--- src/include/mmc_regs.svh ---
// Address map, field positions and counts of the memory map controller.
// Assumes a 32-bit byte address from the processor core.
`ifndef MMC_REGS_SVH
`define MMC_REGS_SVH
// -----------------------------------------------------------------------
// Region boundaries
// -----------------------------------------------------------------------
`define MMC_INT_TOP      32'h0040_0000
`define MMC_PER_BASE     32'hFFC0_0000
`define MMC_MB_LSB       20
`define MMC_BANK_SPAN    32'h0010_0000
`define MMC_PSRAM_BASE   32'h0030_0000
`define MMC_XSRAM_BASE   32'h0010_0000
`define MMC_PSRAM_BYTES  32'h0000_2000
`define MMC_XSRAM_BYTES  32'h0002_0000
`define MMC_VEC_TOP      32'h0000_0020
// -----------------------------------------------------------------------
// Boot select sampling and reset values
// -----------------------------------------------------------------------
`define MMC_BOOT_SAMPLES 10
`define MMC_BOOT_XSRAM   1'b1
`define MMC_BOOT_EXT     1'b0
`define MMC_REMAP_RST    1'b0
`endif

--- src/include/mmc_pkg.sv ---
// Types shared by the memory map controller.
// Assumes mmc_regs.svh is on the include path.
package mmc_pkg;
  // Chip select configuration: enable, base MB, size code, waits, float.
  typedef struct packed {
    logic        en;
    logic [11:0] base;  // Address bits 31:20.
    logic [1:0]  size;  // 0: 1 MB, 1: 4 MB, 2 or 3: 16 MB.
    logic [2:0]  ws;
    logic [2:0]  tdf;
  } mmc_cs_cfg_t;
  typedef enum logic [1:0] {
    MMC_IDLE  = 2'b00,
    MMC_WAIT  = 2'b01,
    MMC_FLOAT = 2'b10
  } mmc_st_t;
  // Core access request.
  typedef struct packed {
    logic        req;
    logic        write;
    logic [1:0]  size;  // 0: byte, 1: half-word, 2: word.
    logic [31:0] addr;
  } mmc_req_t;
  // Region select outputs.
  typedef struct packed {
    logic psram;
    logic xsram;
    logic xbus;
    logic periph;
  } mmc_sel_t;
endpackage : mmc_pkg

--- src/logic/mmc_memory_map.sv ---
// Address decoder, remap, boot selection and abort logic for a core bus.
// Assumes one request per cycle from the core, synchronous to i_ref_clk.
// Function
// - Three regions: internal, external, peripherals.
// - Little-endian byte ordering only.
// - 8 KB primary SRAM at zero after remap.
// - Internal SRAM accesses finish in one cycle.
// - 128 KB extended SRAM at 0x0010_0000.
// - Detect writes to extended SRAM.
// - Flash reached through external bus unit.
// - First fetch at zero hits boot memory.
// - Sample boot pin last 10 reset cycles.
// - Pin high extended SRAM, low chip select zero.
// - Boot pin free as GPIO after reset.
// - Exception vectors occupy 0x0 to 0x20.
// - Writing remap one swaps boot and SRAM.
// - Remap undone only by reset.
// - Abort on undefined external address.
// - Never abort internal or peripheral accesses.
// - External unit serves 0x0040_0000 to 0xFFC0_0000.
// - Banks from eight 1 MB to eight 16 MB.
// - Aligned byte, half-word, word external accesses.
// - Per-bank wait states and float time.
// - Watchdog reset keeps boot mode.
`include "mmc_regs.svh"
module mmc_memory_map #(
  parameter int NCS = 8
) (
  input  wire logic                 i_ref_clk,
  input  wire logic                 i_srst,
  input  wire logic                 i_wdt_rst,
  input  wire logic                 i_boot_select_pin,
  input  wire mmc_pkg::mmc_req_t    i_req,
  input  wire mmc_pkg::mmc_cs_cfg_t i_cs_cfg [NCS],
  input  wire logic                 i_remap_wr,
  input  wire logic                 i_remap_bit,
  input  wire logic                 i_xsram_wprot,
  input  wire logic                 i_xsram_wr_clr,
  output logic                      o_busy,
  output logic                      o_done,
  output logic                      o_abort,
  output mmc_pkg::mmc_sel_t         o_sel,
  output logic [31:0]               o_local_addr,
  output logic [3:0]                o_byte_en,
  output logic [NCS-1:0]            o_chip_select_n,
  output logic                      o_remap,
  output logic                      o_boot_mode,
  output logic                      o_vector_access,
  output logic                      o_xsram_wr_flag,
  output logic                      o_gpio_line_twenty_four
);
  // ---------------------------------------------------------------------
  // State
  // ---------------------------------------------------------------------
  typedef struct packed {
    mmc_pkg::mmc_st_t  st;
    logic [2:0]        cnt;
    logic [2:0]        tdf;
    logic [9:0]        hist;
    logic              busy;
    logic              done;
    logic              abort;
    mmc_pkg::mmc_sel_t sel;
    logic [31:0]       laddr;
    logic [3:0]        be;
    logic [NCS-1:0]    cs_n;
    logic              remap;
    logic              boot;
    logic              vec;
    logic              wflag;
    logic              gpio;
  } mmc_state_t;

  mmc_state_t r;
  mmc_state_t next_r;

  // ---------------------------------------------------------------------
  // Chip select match, one comparator per bank
  // ---------------------------------------------------------------------
  logic [NCS-1:0] cs_hit;
  genvar g;
  generate
    for (g = 0; g < NCS; g++) begin : g_cs
      logic [11:0] mask;
      always_comb begin
        unique case (i_cs_cfg[g].size)
          2'd0:    mask = 12'hFFF;  // 1 MB bank.
          2'd1:    mask = 12'hFFC;  // 4 MB bank.
          default: mask = 12'hFF0;  // 16 MB bank.
        endcase
      end
      // A bank matches on its base under the size mask.
      assign cs_hit[g] = i_cs_cfg[g].en &&
        ((i_req.addr[31:20] & mask) == (i_cs_cfg[g].base & mask));
    end
  endgenerate

  // ---------------------------------------------------------------------
  // Decode helpers
  // ---------------------------------------------------------------------
  logic        in_int;
  logic        in_per;
  logic        in_low;
  logic        hit_psram;
  logic        hit_xsram;
  logic [2:0]  hit_idx;
  logic        any_hit;
  logic [31:0] aligned;

  assign in_int = i_req.addr < `MMC_INT_TOP;
  assign in_per = i_req.addr >= `MMC_PER_BASE;
  // The lowest megabyte holds the boot memory or, after remap, SRAM.
  assign in_low = i_req.addr < `MMC_BANK_SPAN;
  assign hit_psram = (in_low && r.remap &&
                      i_req.addr < `MMC_PSRAM_BYTES) ||
                     (i_req.addr >= `MMC_PSRAM_BASE &&
                      i_req.addr < `MMC_PSRAM_BASE + `MMC_PSRAM_BYTES);
  assign hit_xsram = (in_low && !r.remap &&
                      r.boot == `MMC_BOOT_XSRAM &&
                      i_req.addr < `MMC_XSRAM_BYTES) ||
                     (i_req.addr >= `MMC_XSRAM_BASE &&
                      i_req.addr < `MMC_XSRAM_BASE + `MMC_XSRAM_BYTES);
  // Drop the low address bits that the size makes meaningless.
  always_comb begin
    unique case (i_req.size)
      2'd0:    aligned = i_req.addr;
      2'd1:    aligned = {i_req.addr[31:1], 1'b0};
      default: aligned = {i_req.addr[31:2], 2'b00};
    endcase
  end
  // Lowest numbered matching bank wins when bases overlap.
  always_comb begin
    hit_idx = 3'd0;
    any_hit = 1'b0;
    for (int i = NCS - 1; i >= 0; i--) begin
      if (cs_hit[i]) begin
        hit_idx = i[2:0];
        any_hit = 1'b1;
      end
    end
  end

  // ---------------------------------------------------------------------
  // Next state
  // ---------------------------------------------------------------------
  always_comb begin
    next_r      = r;
    next_r.done = 1'b0;
    next_r.abort = 1'b0;
    next_r.hist = {r.hist[8:0], i_boot_select_pin};
    // The pin is a plain I/O line once reset is over.
    next_r.gpio = i_boot_select_pin;
    if (i_remap_wr && i_remap_bit) begin
      next_r.remap = 1'b1;
    end
    // A write of zero leaves the remap as it is.
    // Clear first, so a write flagged below in this cycle wins over it.
    if (i_xsram_wr_clr) begin
      next_r.wflag = 1'b0;
    end
    unique case (r.st)
      mmc_pkg::MMC_IDLE: begin
        next_r.sel = '0;
        if (i_req.req) begin
          next_r.done  = 1'b1;
          next_r.laddr = aligned;
          // Lane enables follow little-endian ordering only.
          unique case (i_req.size)
            2'd0:    next_r.be = 4'h1 << i_req.addr[1:0];
            2'd1:    next_r.be = i_req.addr[1] ? 4'hC : 4'h3;
            default: next_r.be = 4'hF;
          endcase
          next_r.vec = in_low && r.remap &&
                       i_req.addr < `MMC_VEC_TOP;
          if (in_int) begin
            // Internal SRAM answers next cycle, never aborts.
            next_r.sel.psram = hit_psram;
            next_r.sel.xsram = hit_xsram && !hit_psram;
            if (hit_xsram && i_req.write && i_xsram_wprot) begin
              next_r.wflag = 1'b1;
            end
            if (in_low && !r.remap && r.boot == `MMC_BOOT_EXT) begin
              // Boot from the external memory on chip select zero.
              next_r.sel  = '0;
              next_r.sel.xbus = 1'b1;
              next_r.done = 1'b0;
              next_r.busy = 1'b1;
              next_r.st   = mmc_pkg::MMC_WAIT;
              next_r.cnt  = i_cs_cfg[0].ws;
              next_r.tdf  = i_cs_cfg[0].tdf;
              next_r.cs_n[0] = 1'b0;
            end
          end else if (in_per) begin
            next_r.sel.periph = 1'b1;
          end else if (any_hit) begin
            next_r.sel.xbus = 1'b1;
            next_r.done = 1'b0;
            next_r.busy = 1'b1;
            next_r.st   = mmc_pkg::MMC_WAIT;
            next_r.cnt  = i_cs_cfg[hit_idx].ws;
            next_r.tdf  = i_cs_cfg[hit_idx].tdf;
            next_r.cs_n[hit_idx] = 1'b0;
          end else begin
            next_r.abort = 1'b1;
          end
        end
      end
      mmc_pkg::MMC_WAIT: begin
        if (r.cnt == 3'd0) begin
          next_r.done = 1'b1;
          next_r.cs_n = '1;
          next_r.sel  = '0;
          if (r.tdf == 3'd0) begin
            next_r.busy = 1'b0;
            next_r.st   = mmc_pkg::MMC_IDLE;
          end else begin
            next_r.cnt = r.tdf;
            next_r.st  = mmc_pkg::MMC_FLOAT;
          end
        end else begin
          next_r.cnt = r.cnt - 3'd1;
        end
      end
      mmc_pkg::MMC_FLOAT: begin
        // Idle cycles keep a slow device from fighting the next access.
        next_r.cnt = r.cnt - 3'd1;
        if (r.cnt == 3'd1) begin
          next_r.busy = 1'b0;
          next_r.st   = mmc_pkg::MMC_IDLE;
        end
      end
      default: begin
        next_r.st   = mmc_pkg::MMC_IDLE;
        next_r.busy = 1'b0;
      end
    endcase
    // Watchdog reset: like external reset but the boot mode stays.
    if (i_wdt_rst) begin
      next_r       = '0;
      next_r.cs_n  = '1;
      next_r.boot  = r.boot;
      next_r.hist  = r.hist;
      next_r.gpio  = i_boot_select_pin;
      next_r.remap = `MMC_REMAP_RST;
    end
  end

  // ---------------------------------------------------------------------
  // Registers
  // ---------------------------------------------------------------------
  // The reset input is already synchronised; the pin history keeps
  // shifting through reset so the last ten samples decide the boot.
  always_ff @(posedge i_ref_clk) begin
    if (i_srst) begin
      r       <= '0;
      r.cs_n  <= '1;
      r.remap <= `MMC_REMAP_RST;
      r.hist  <= next_r.hist;
      r.gpio  <= i_boot_select_pin;
      // All ten samples high selects the extended SRAM.
      r.boot  <= &next_r.hist;
    end else begin
      r <= next_r;
    end
  end

  assign o_busy          = r.busy;
  assign o_done          = r.done;
  assign o_abort         = r.abort;
  assign o_sel           = r.sel;
  assign o_local_addr    = r.laddr;
  assign o_byte_en       = r.be;
  assign o_chip_select_n = r.cs_n;
  assign o_remap         = r.remap;
  assign o_boot_mode     = r.boot;
  assign o_vector_access = r.vec;
  assign o_xsram_wr_flag = r.wflag;
  assign o_gpio_line_twenty_four = r.gpio;

  // ---------------------------------------------------------------------
  // Assertions
  // ---------------------------------------------------------------------
  a_int_no_abort: assert property (
    @(posedge i_ref_clk) disable iff (i_srst)
    !r.busy && i_req.req && (in_int || in_per) |=> !o_abort)
    else $error("abort raised for an internal access");
  a_ext_abort: assert property (
    @(posedge i_ref_clk) disable iff (i_srst)
    !r.busy && i_req.req && !in_int && !in_per && !any_hit &&
    !i_wdt_rst |=> o_abort)
    else $error("undefined external address gave no abort");
  a_sram_one_cycle: assert property (
    @(posedge i_ref_clk) disable iff (i_srst)
    !r.busy && i_req.req && hit_psram && !i_wdt_rst |=>
    o_done && o_sel.psram)
    else $error("primary SRAM access not done in one cycle");
  a_remap_sticky: assert property (
    @(posedge i_ref_clk) disable iff (i_srst)
    o_remap && !i_wdt_rst |=> o_remap)
    else $error("remap cleared without reset");
  a_remap_zero: assert property (
    @(posedge i_ref_clk) disable iff (i_srst)
    !o_remap && !(i_remap_wr && i_remap_bit) |=> !o_remap)
    else $error("remap set without a one written");
  a_remap_set: assert property (
    @(posedge i_ref_clk) disable iff (i_srst)
    i_remap_wr && i_remap_bit && !i_wdt_rst |=> o_remap)
    else $error("remap write of one ignored");
  a_boot_kept: assert property (
    @(posedge i_ref_clk) disable iff (i_srst)
    i_wdt_rst |=> $stable(o_boot_mode))
    else $error("watchdog reset changed boot mode");
  a_wflag_set: assert property (
    @(posedge i_ref_clk) disable iff (i_srst)
    !r.busy && i_req.req && in_int && hit_xsram && i_req.write &&
    i_xsram_wprot && !i_wdt_rst |=> o_xsram_wr_flag)
    else $error("extended SRAM write not flagged");
  a_ext_wait: assert property (
    @(posedge i_ref_clk) disable iff (i_srst)
    !r.busy && i_req.req && !in_int && !in_per && any_hit &&
    i_cs_cfg[hit_idx].ws == 3'd0 && !i_wdt_rst |=> o_busy ##1 o_done)
    else $error("zero wait external access not done after two cycles");
endmodule : mmc_memory_map

--- config.mk ---
export PLATFORM = sky130hd
export DESIGN_NAME = mmc_memory_map
export DESIGN_NICKNAME = d
export VERILOG_FILES = /design/src/include/mmc_pkg.sv /design/src/logic/mmc_memory_map.sv
export VERILOG_INCLUDE_DIRS = /design/src /design/src/include
export SDC_FILE = /design/constraint.sdc
export NUM_CORES = 1
export LEC_CHECK = 0
export CAP_MARGIN = 20
export CELL_PAD_IN_SITES_DETAIL_PLACEMENT = 1
export CELL_PAD_IN_SITES_GLOBAL_PLACEMENT = 2
export CORE_MARGIN = 3
export CORE_UTILIZATION = 36
export CTS_BUF_LIST = sky130_fd_sc_hd__clkbuf_4 sky130_fd_sc_hd__clkbuf_8
export DETAILED_ROUTE_END_ITERATION = 16
export DONT_BUFFER_PORTS = 1
export PLACE_DENSITY = 0.82
export RECOVER_POWER = 50
export SLEW_MARGIN = 20
export SYNTH_ARGS = -nofsm -noshare
export SYNTH_HDL_FRONTEND = slang
export SYNTH_SLANG_ARGS = --single-unit
--- constraint.sdc ---
create_clock -name i_ref_clk -period 3.5 [get_ports i_ref_clk]
set_clock_uncertainty 0.1 [all_clocks]
set_input_delay 0.875 -clock i_ref_clk [delete_from_list [all_inputs] [get_ports i_ref_clk]]
set_output_delay 0.875 -clock i_ref_clk [all_outputs]
set_load 0.01 [all_outputs]
**After elaboration in Yosys (flattened, before gate mapping)**

Cells that the tools add are included.
Widths: inputs -> output; s select.

- Bits in registers: 74
- Input bits: 212
- Output and inout bits: 56
- Logic and storage cells: 223

- Add/sub/neg operators: 1
- $lt $le $gt $ge: 13
- Equal/unequal tests: 33
- Shift operators: 1
- Muxes and demuxes: 81
- Bitwise operators: 22
- Reduce and logical (&&, ||, !) cells: 52

Operators by type and width:

| cell | number |
|---|---|
| $and 12x12->12 | 16 |
| $eq 12x12->1 | 8 |
| $pmux 4 s2 | 10 |
| $mux 66 | 1 |
| $lt 32x21->1 const B | 2 |
| $mux 8 | 8 |
| $bmux 21 s3 | 1 |
| $mux 51 | 1 |
| $mux 36 | 1 |
| $mux 3 | 11 |
| $ge 32x21->1 const B | 1 |
| $ge 32x22->1 const B | 1 |
| $ge 32x32->1 const B | 1 |
| $lt 32x14->1 const B | 1 |
| $lt 32x18->1 const B | 1 |
| $lt 32x22->1 const B | 1 |
| $lt 32x23->1 const B | 1 |
| $lt 32x6->1 const B | 1 |
| $reduce_and 6->1 | 4 |
| $mux 1 | 23 |
| $logic_and 1x1->1 | 22 |
| $mux 2 | 11 |
| $eq 2x1->1 const B | 10 |
| $logic_not 2->1 | 10 |
| other kinds (35) | 56 |

**Logic depth before layout (Yosys ltp)**

- Word-level depth: 27
- Depth in mapped cells: 12
- Depth with buffers taken out: 11

**Worst setup path after synthesis**

No wires, ideal clock.

- Path type: input to register
- Start point: input i_req[21] (netlist name)
- End point: register r[70] (netlist name)
- Setup time: 0.086 ns
- Arrival time: 3.058 ns
- Required time: 3.314 ns
- Setup slack: 0.255 ns
- Stages on the path: 12
- Buffers on the path: 3
- Path through: buf_4 > buf_12 > xnor2_1 > a21o_1 > a31oi_2 > o211ai_1 > a221o_2 > o21ai_2 > buf_6 > mux2i_1 > nand3_1 > a221oi_2

- Word-level cells in the longest chain between the ends: 20
- Elaborated cells between the ends (all ways): 58
- Classes of those cells: 3 x order compare; 11 x eq/ne; 24 x mux; 9 x bitwise; 11 x reduce/logical

RTL lines:

| element | line | source |
|---|---|---|
| from (decl) | mmc_memory_map.sv:33 | `input wire mmc_pkg::mmc_req_t i_req,` |
| $and 12x12->12 | mmc_memory_map.sv:94 | `((i_req.addr[31:20] & mask) == (i_cs_cfg[g].base & mask));` |
| $eq 12x12->1 | mmc_memory_map.sv:94 |  |
| $logic_and 1x1->1 | mmc_memory_map.sv:93 | `assign cs_hit[g] = i_cs_cfg[g].en &&` |
| $mux 3 (8 in a row) | mmc_memory_map.sv:136 | `if (cs_hit[i]) begin` |
| $not 3->4 (not written as such) | mmc_memory_map.sv:200 | `next_r.cnt = i_cs_cfg[hit_idx].ws;` |
| $bmux 21 s3 | mmc_memory_map.sv:200 |  |
| $mux 6 (2 in a row) | - |  |
| $mux 8 | mmc_memory_map.sv:195 | `end else if (any_hit) begin` |
| $mux 8 | mmc_memory_map.sv:193 | `end else if (in_per) begin` |
| $mux 8 | mmc_memory_map.sv:175 | `if (in_int) begin` |
| $mux 8 | mmc_memory_map.sv:164 | `if (i_req.req) begin` |
| $pmux 3 s3 | mmc_memory_map.sv:161 | `unique case (r.st)` |
| to (signal assigned) | mmc_memory_map.sv:263 | `r <= next_r;` |
| to (decl) | mmc_memory_map.sv:74 | `mmc_state_t r;` |

Parallel ways exist; a longest one is shown, timed or not. The select of a mux whose other input is x is not followed.
A chain may end at the register's enable or synchronous reset.

**Worst setup path in the final report**

- Start point: input i_req[21] (netlist name)
- End point: register r[66] (netlist name)

- Word-level cells in the longest chain between the ends: 18
- Elaborated cells between the ends (all ways): 56
- Classes of those cells: 3 x order compare; 10 x eq/ne; 22 x mux; 9 x bitwise; 12 x reduce/logical

RTL lines:

| element | line | source |
|---|---|---|
| $and 12x12->12 | mmc_memory_map.sv:94 |  |
| $eq 12x12->1 | mmc_memory_map.sv:94 |  |
| $logic_and 1x1->1 | mmc_memory_map.sv:93 |  |
| $mux 3 (8 in a row) | mmc_memory_map.sv:136 |  |
| $not 3->4 (not written as such) | mmc_memory_map.sv:201 | `next_r.tdf = i_cs_cfg[hit_idx].tdf;` |
| $bmux 21 s3 | mmc_memory_map.sv:201 |  |
| $mux 6 (not written as such) (2 in a row) | mmc_memory_map.sv:201 |  |
| $mux 8 | mmc_memory_map.sv:195 |  |
| $mux 8 | mmc_memory_map.sv:193 |  |
| $mux 8 | mmc_memory_map.sv:175 |  |

Parallel ways exist; a longest one is shown, timed or not. The select of a mux whose other input is x is not followed.

==> flow_summary.toml <==
[run_status]
run_status = "finished, violations left"
violations = "max-capacitance violations, max-slew violations"

[run]
maxCapViolCount = 1

[detailed_routing]
num_vias = 4989
viasPerCell = 5.656
finalWirelength_um = 19710
ant_nets = 0
post-route-drc-count = 0
drtIter0Drc = 267
firstDrtPassIters = 4
routedWlPerCell_um = 22.35

[synth]
ys.flop_type = "dfxtp_1"
synth_cell_type_count = 76
async_flop_share = 0
synth_edf_count = 1
yosysSeqAreaShare = 0.2650
syn-cell-area_mm2 = 0.005628
synthMostInstantiatedCell = "nand2_1"
synth_common_cells = "nand2_1 (102), xnor2_1 (83), dfxtp_1 (73)"
yosysTopAreaCellShare = 0.2597
syn-num-nets = 930
synth-warning-count = 0
syn_inst = 711
synth.area.top_cells = "dfxtp_1 (26%), xnor2_1 (13%), nand2_1 (6.8%), buf_4 (6.7%), a21oi_1 (5.2%)"
ys_ff_latch = 74
synth_largest_area_cell = "dfxtp_1"
syn_area_per_cell_um2 = 7.915

[layout]
instances_no_fill = 882
antenna_cells = 0
syn2layout_area_growth_pct = 1.956
drive_gt1_frac = 0.1148
nets = 885

[pwr]
power_frac_seq = 0.475
finalPower_mw = 1.967
switchingPower_uw = 566.6
intPower_mw = 1.400
powerDensity_mw_per_mm2 = 342.8
p_leak_nw = 1.939
vdd_drop_max_v = 0.0001642
p_sw_frac = 0.2881
combPwrFrac = 0.164
p_clk_frac = 0.361

[sta]
min_period_ps = 3218
drv_slew = 25
fin_crit_sh = 0.9195
worst_slew_pin_slew_ps = 1610
max-slew-margin-rel = -0.07326
worst_slack_ps = 281.8
setup_viol = 0
hold_violations = 0
fmax_mhz = 310.7
rsz0062_at_grt = "no"
timing.hold.ws_ps = 393.7

[placed_design]
hpwl_um = 16300
gp_congestion = 0.9243
dp_worst_setup_slack_ps = -82.26
dp_cells = 866
port_buffers = 0

[global_route]
grtUsageTotal = 0.2198
grt_pass1_wl_um = 29080
grt_pass1_vias = 5251
overflow = 0
grt_start_max_net_pins = 43
grt_antenna_before_repair = 0

[setup_path]
cp_num_buf_inv = 0
cpMaxStageDelayCell = "nor4_1"
crit_arrival_ps = 3380
crit_type = "primary input to flop"
crit_family = "simple AND/OR/NAND/NOR gates"
path_cells = "xnor2_1 -> a21o_1 -> a31oi_1 -> nor4_1 -> nor3_2 -> and3_4 -> a222oi_1 -> a21oi_1 -> a211o_1"
worstPathMaxFanout = 13
worst_ep_required_time_ps = 3660
startpoint_type = "primary input"
cp-end-kind = "flop"
max_stage_delay_ps = 890

[floorplan]
rows = 45
ios = 268
coreArea_mm2 = 0.01526
dieWidth_um = 131.0
dieArea_mm2 = 0.01717
die_h_um = 131.0
start_util = 0.3688

[worst_hold_path]
hold_class = "flop to flop"

[clock_network]
clkTransAtPathRegs_ps = 100
clk_latency_ps = 360
cts_setup_buffers = 0
cts_resized = 0
numCtsBuffers = 9
clockRootBuffer = "clkbuf_8"
cts_hold_buf = 0
cts_tree = "yes"
htreeDepth = 3
clock-sinks = 74
cts.path.max_buffers = 2
metrics by stage:
stage               cell area [um^2]    util  TNS, ps
finish                          5738  0.3761        0
global route                    5738  0.3761        0
CTS                             5738  0.3761        0
detailed placement              5532  0.3625   -82.26
global placement                5532  0.3625        0
floorplan                       5628       -        0
worst reg2reg max path, stage by stage, from the launching register on:
cell and delay [ps]:
dfxtp_1 340, inv_1 100, ha_1 410, inv_1 190
nor2_1 330, a21oi_1 140, and3_1 220, a21boi_1 140
a211oi_2 330, buf_4 210, a21oi_1 80, o31a_1 190
o21a_1 100
final cells by class:
class / instances / area (um^2)
multi-input combinational: 539 / 3508
tap: 211 / 264.0
sequential: 74 / 1491
clock buffer: 9 / 123.9
fill: 1839 / 9520
inverter: 16 / 60.06
timing repair buffer: 26 / 207.7
clock inverter: 7 / 82.58
power by group through the flow:
stage               logic, mW  registers [mW]  clock network [mW]
floorplan               0.327           0.934                   0
global placement        0.314           0.948                   0
detailed placement      0.329           0.954                   0
CTS                     0.330           0.934               0.729
global route            0.357           0.941               0.774
finish                  0.323           0.934               0.710
logic make-up after synthesis:
logic type	synth area share
muxes	0.03824
AOI/OAI and AO/OA	0.1805
buffers and inverters	0.1120
DFF	0.2650
adders and majority gates	0.01556
xor gates and xnor gates	0.1581
and+or+nand+nor	0.2305
state kept, by name, summed over array words and instances (netlist names):
| signal | count |
|---|---|
| o_local_addr | 32 |
| r | 18 |
| o_chip_select_n | 8 |
| o_byte_en | 4 |
| o_sel | 4 |
| o_abort | 1 |
| o_boot_mode | 1 |
| o_busy | 1 |
| o_done | 1 |
| o_gpio_line_twenty_four | 1 |
| o_remap | 1 |
| o_vector_access | 1 |
| o_xsram_wr_flag | 1 |
placed cells by master, fill, tap and decap left out, drive strengths merged, types with 12 or more instances in the layout:
cell type,Yosys,layout
o21ai,21,21
inv,16,20
nor3,19,19
nand3,24,24
mux2,12,12
nand4,20,20
nor2,41,41
a21oi,59,59
xnor2,88,88
dfxtp,73,73
nor4,16,16
nand2,102,102
buf,64,26
final timing paths:
| kind | start | endpoint | slack [ps] | depth (start not counted) |
|---|---|---|---|---|
| worst max-delay path | i_req[21] | r[66] | 280 | 9 |
| worst min-delay path | r[56] | r[57] | 390 | 1 |
| worst max register to register | r[73] | r[69] | 510 | 12 |
| worst min register to register | r[56] | r[57] | 390 | 1 |
metal layers:
metal / share of wire / track usage
met1: 0.38 / 0.2531
met2: 0.53 / 0.3996
met3: 0.067 / 0.04756
met4: 0.024 / 0.07562
met5: 0 / 0
(Power assumes the default switching activity.)
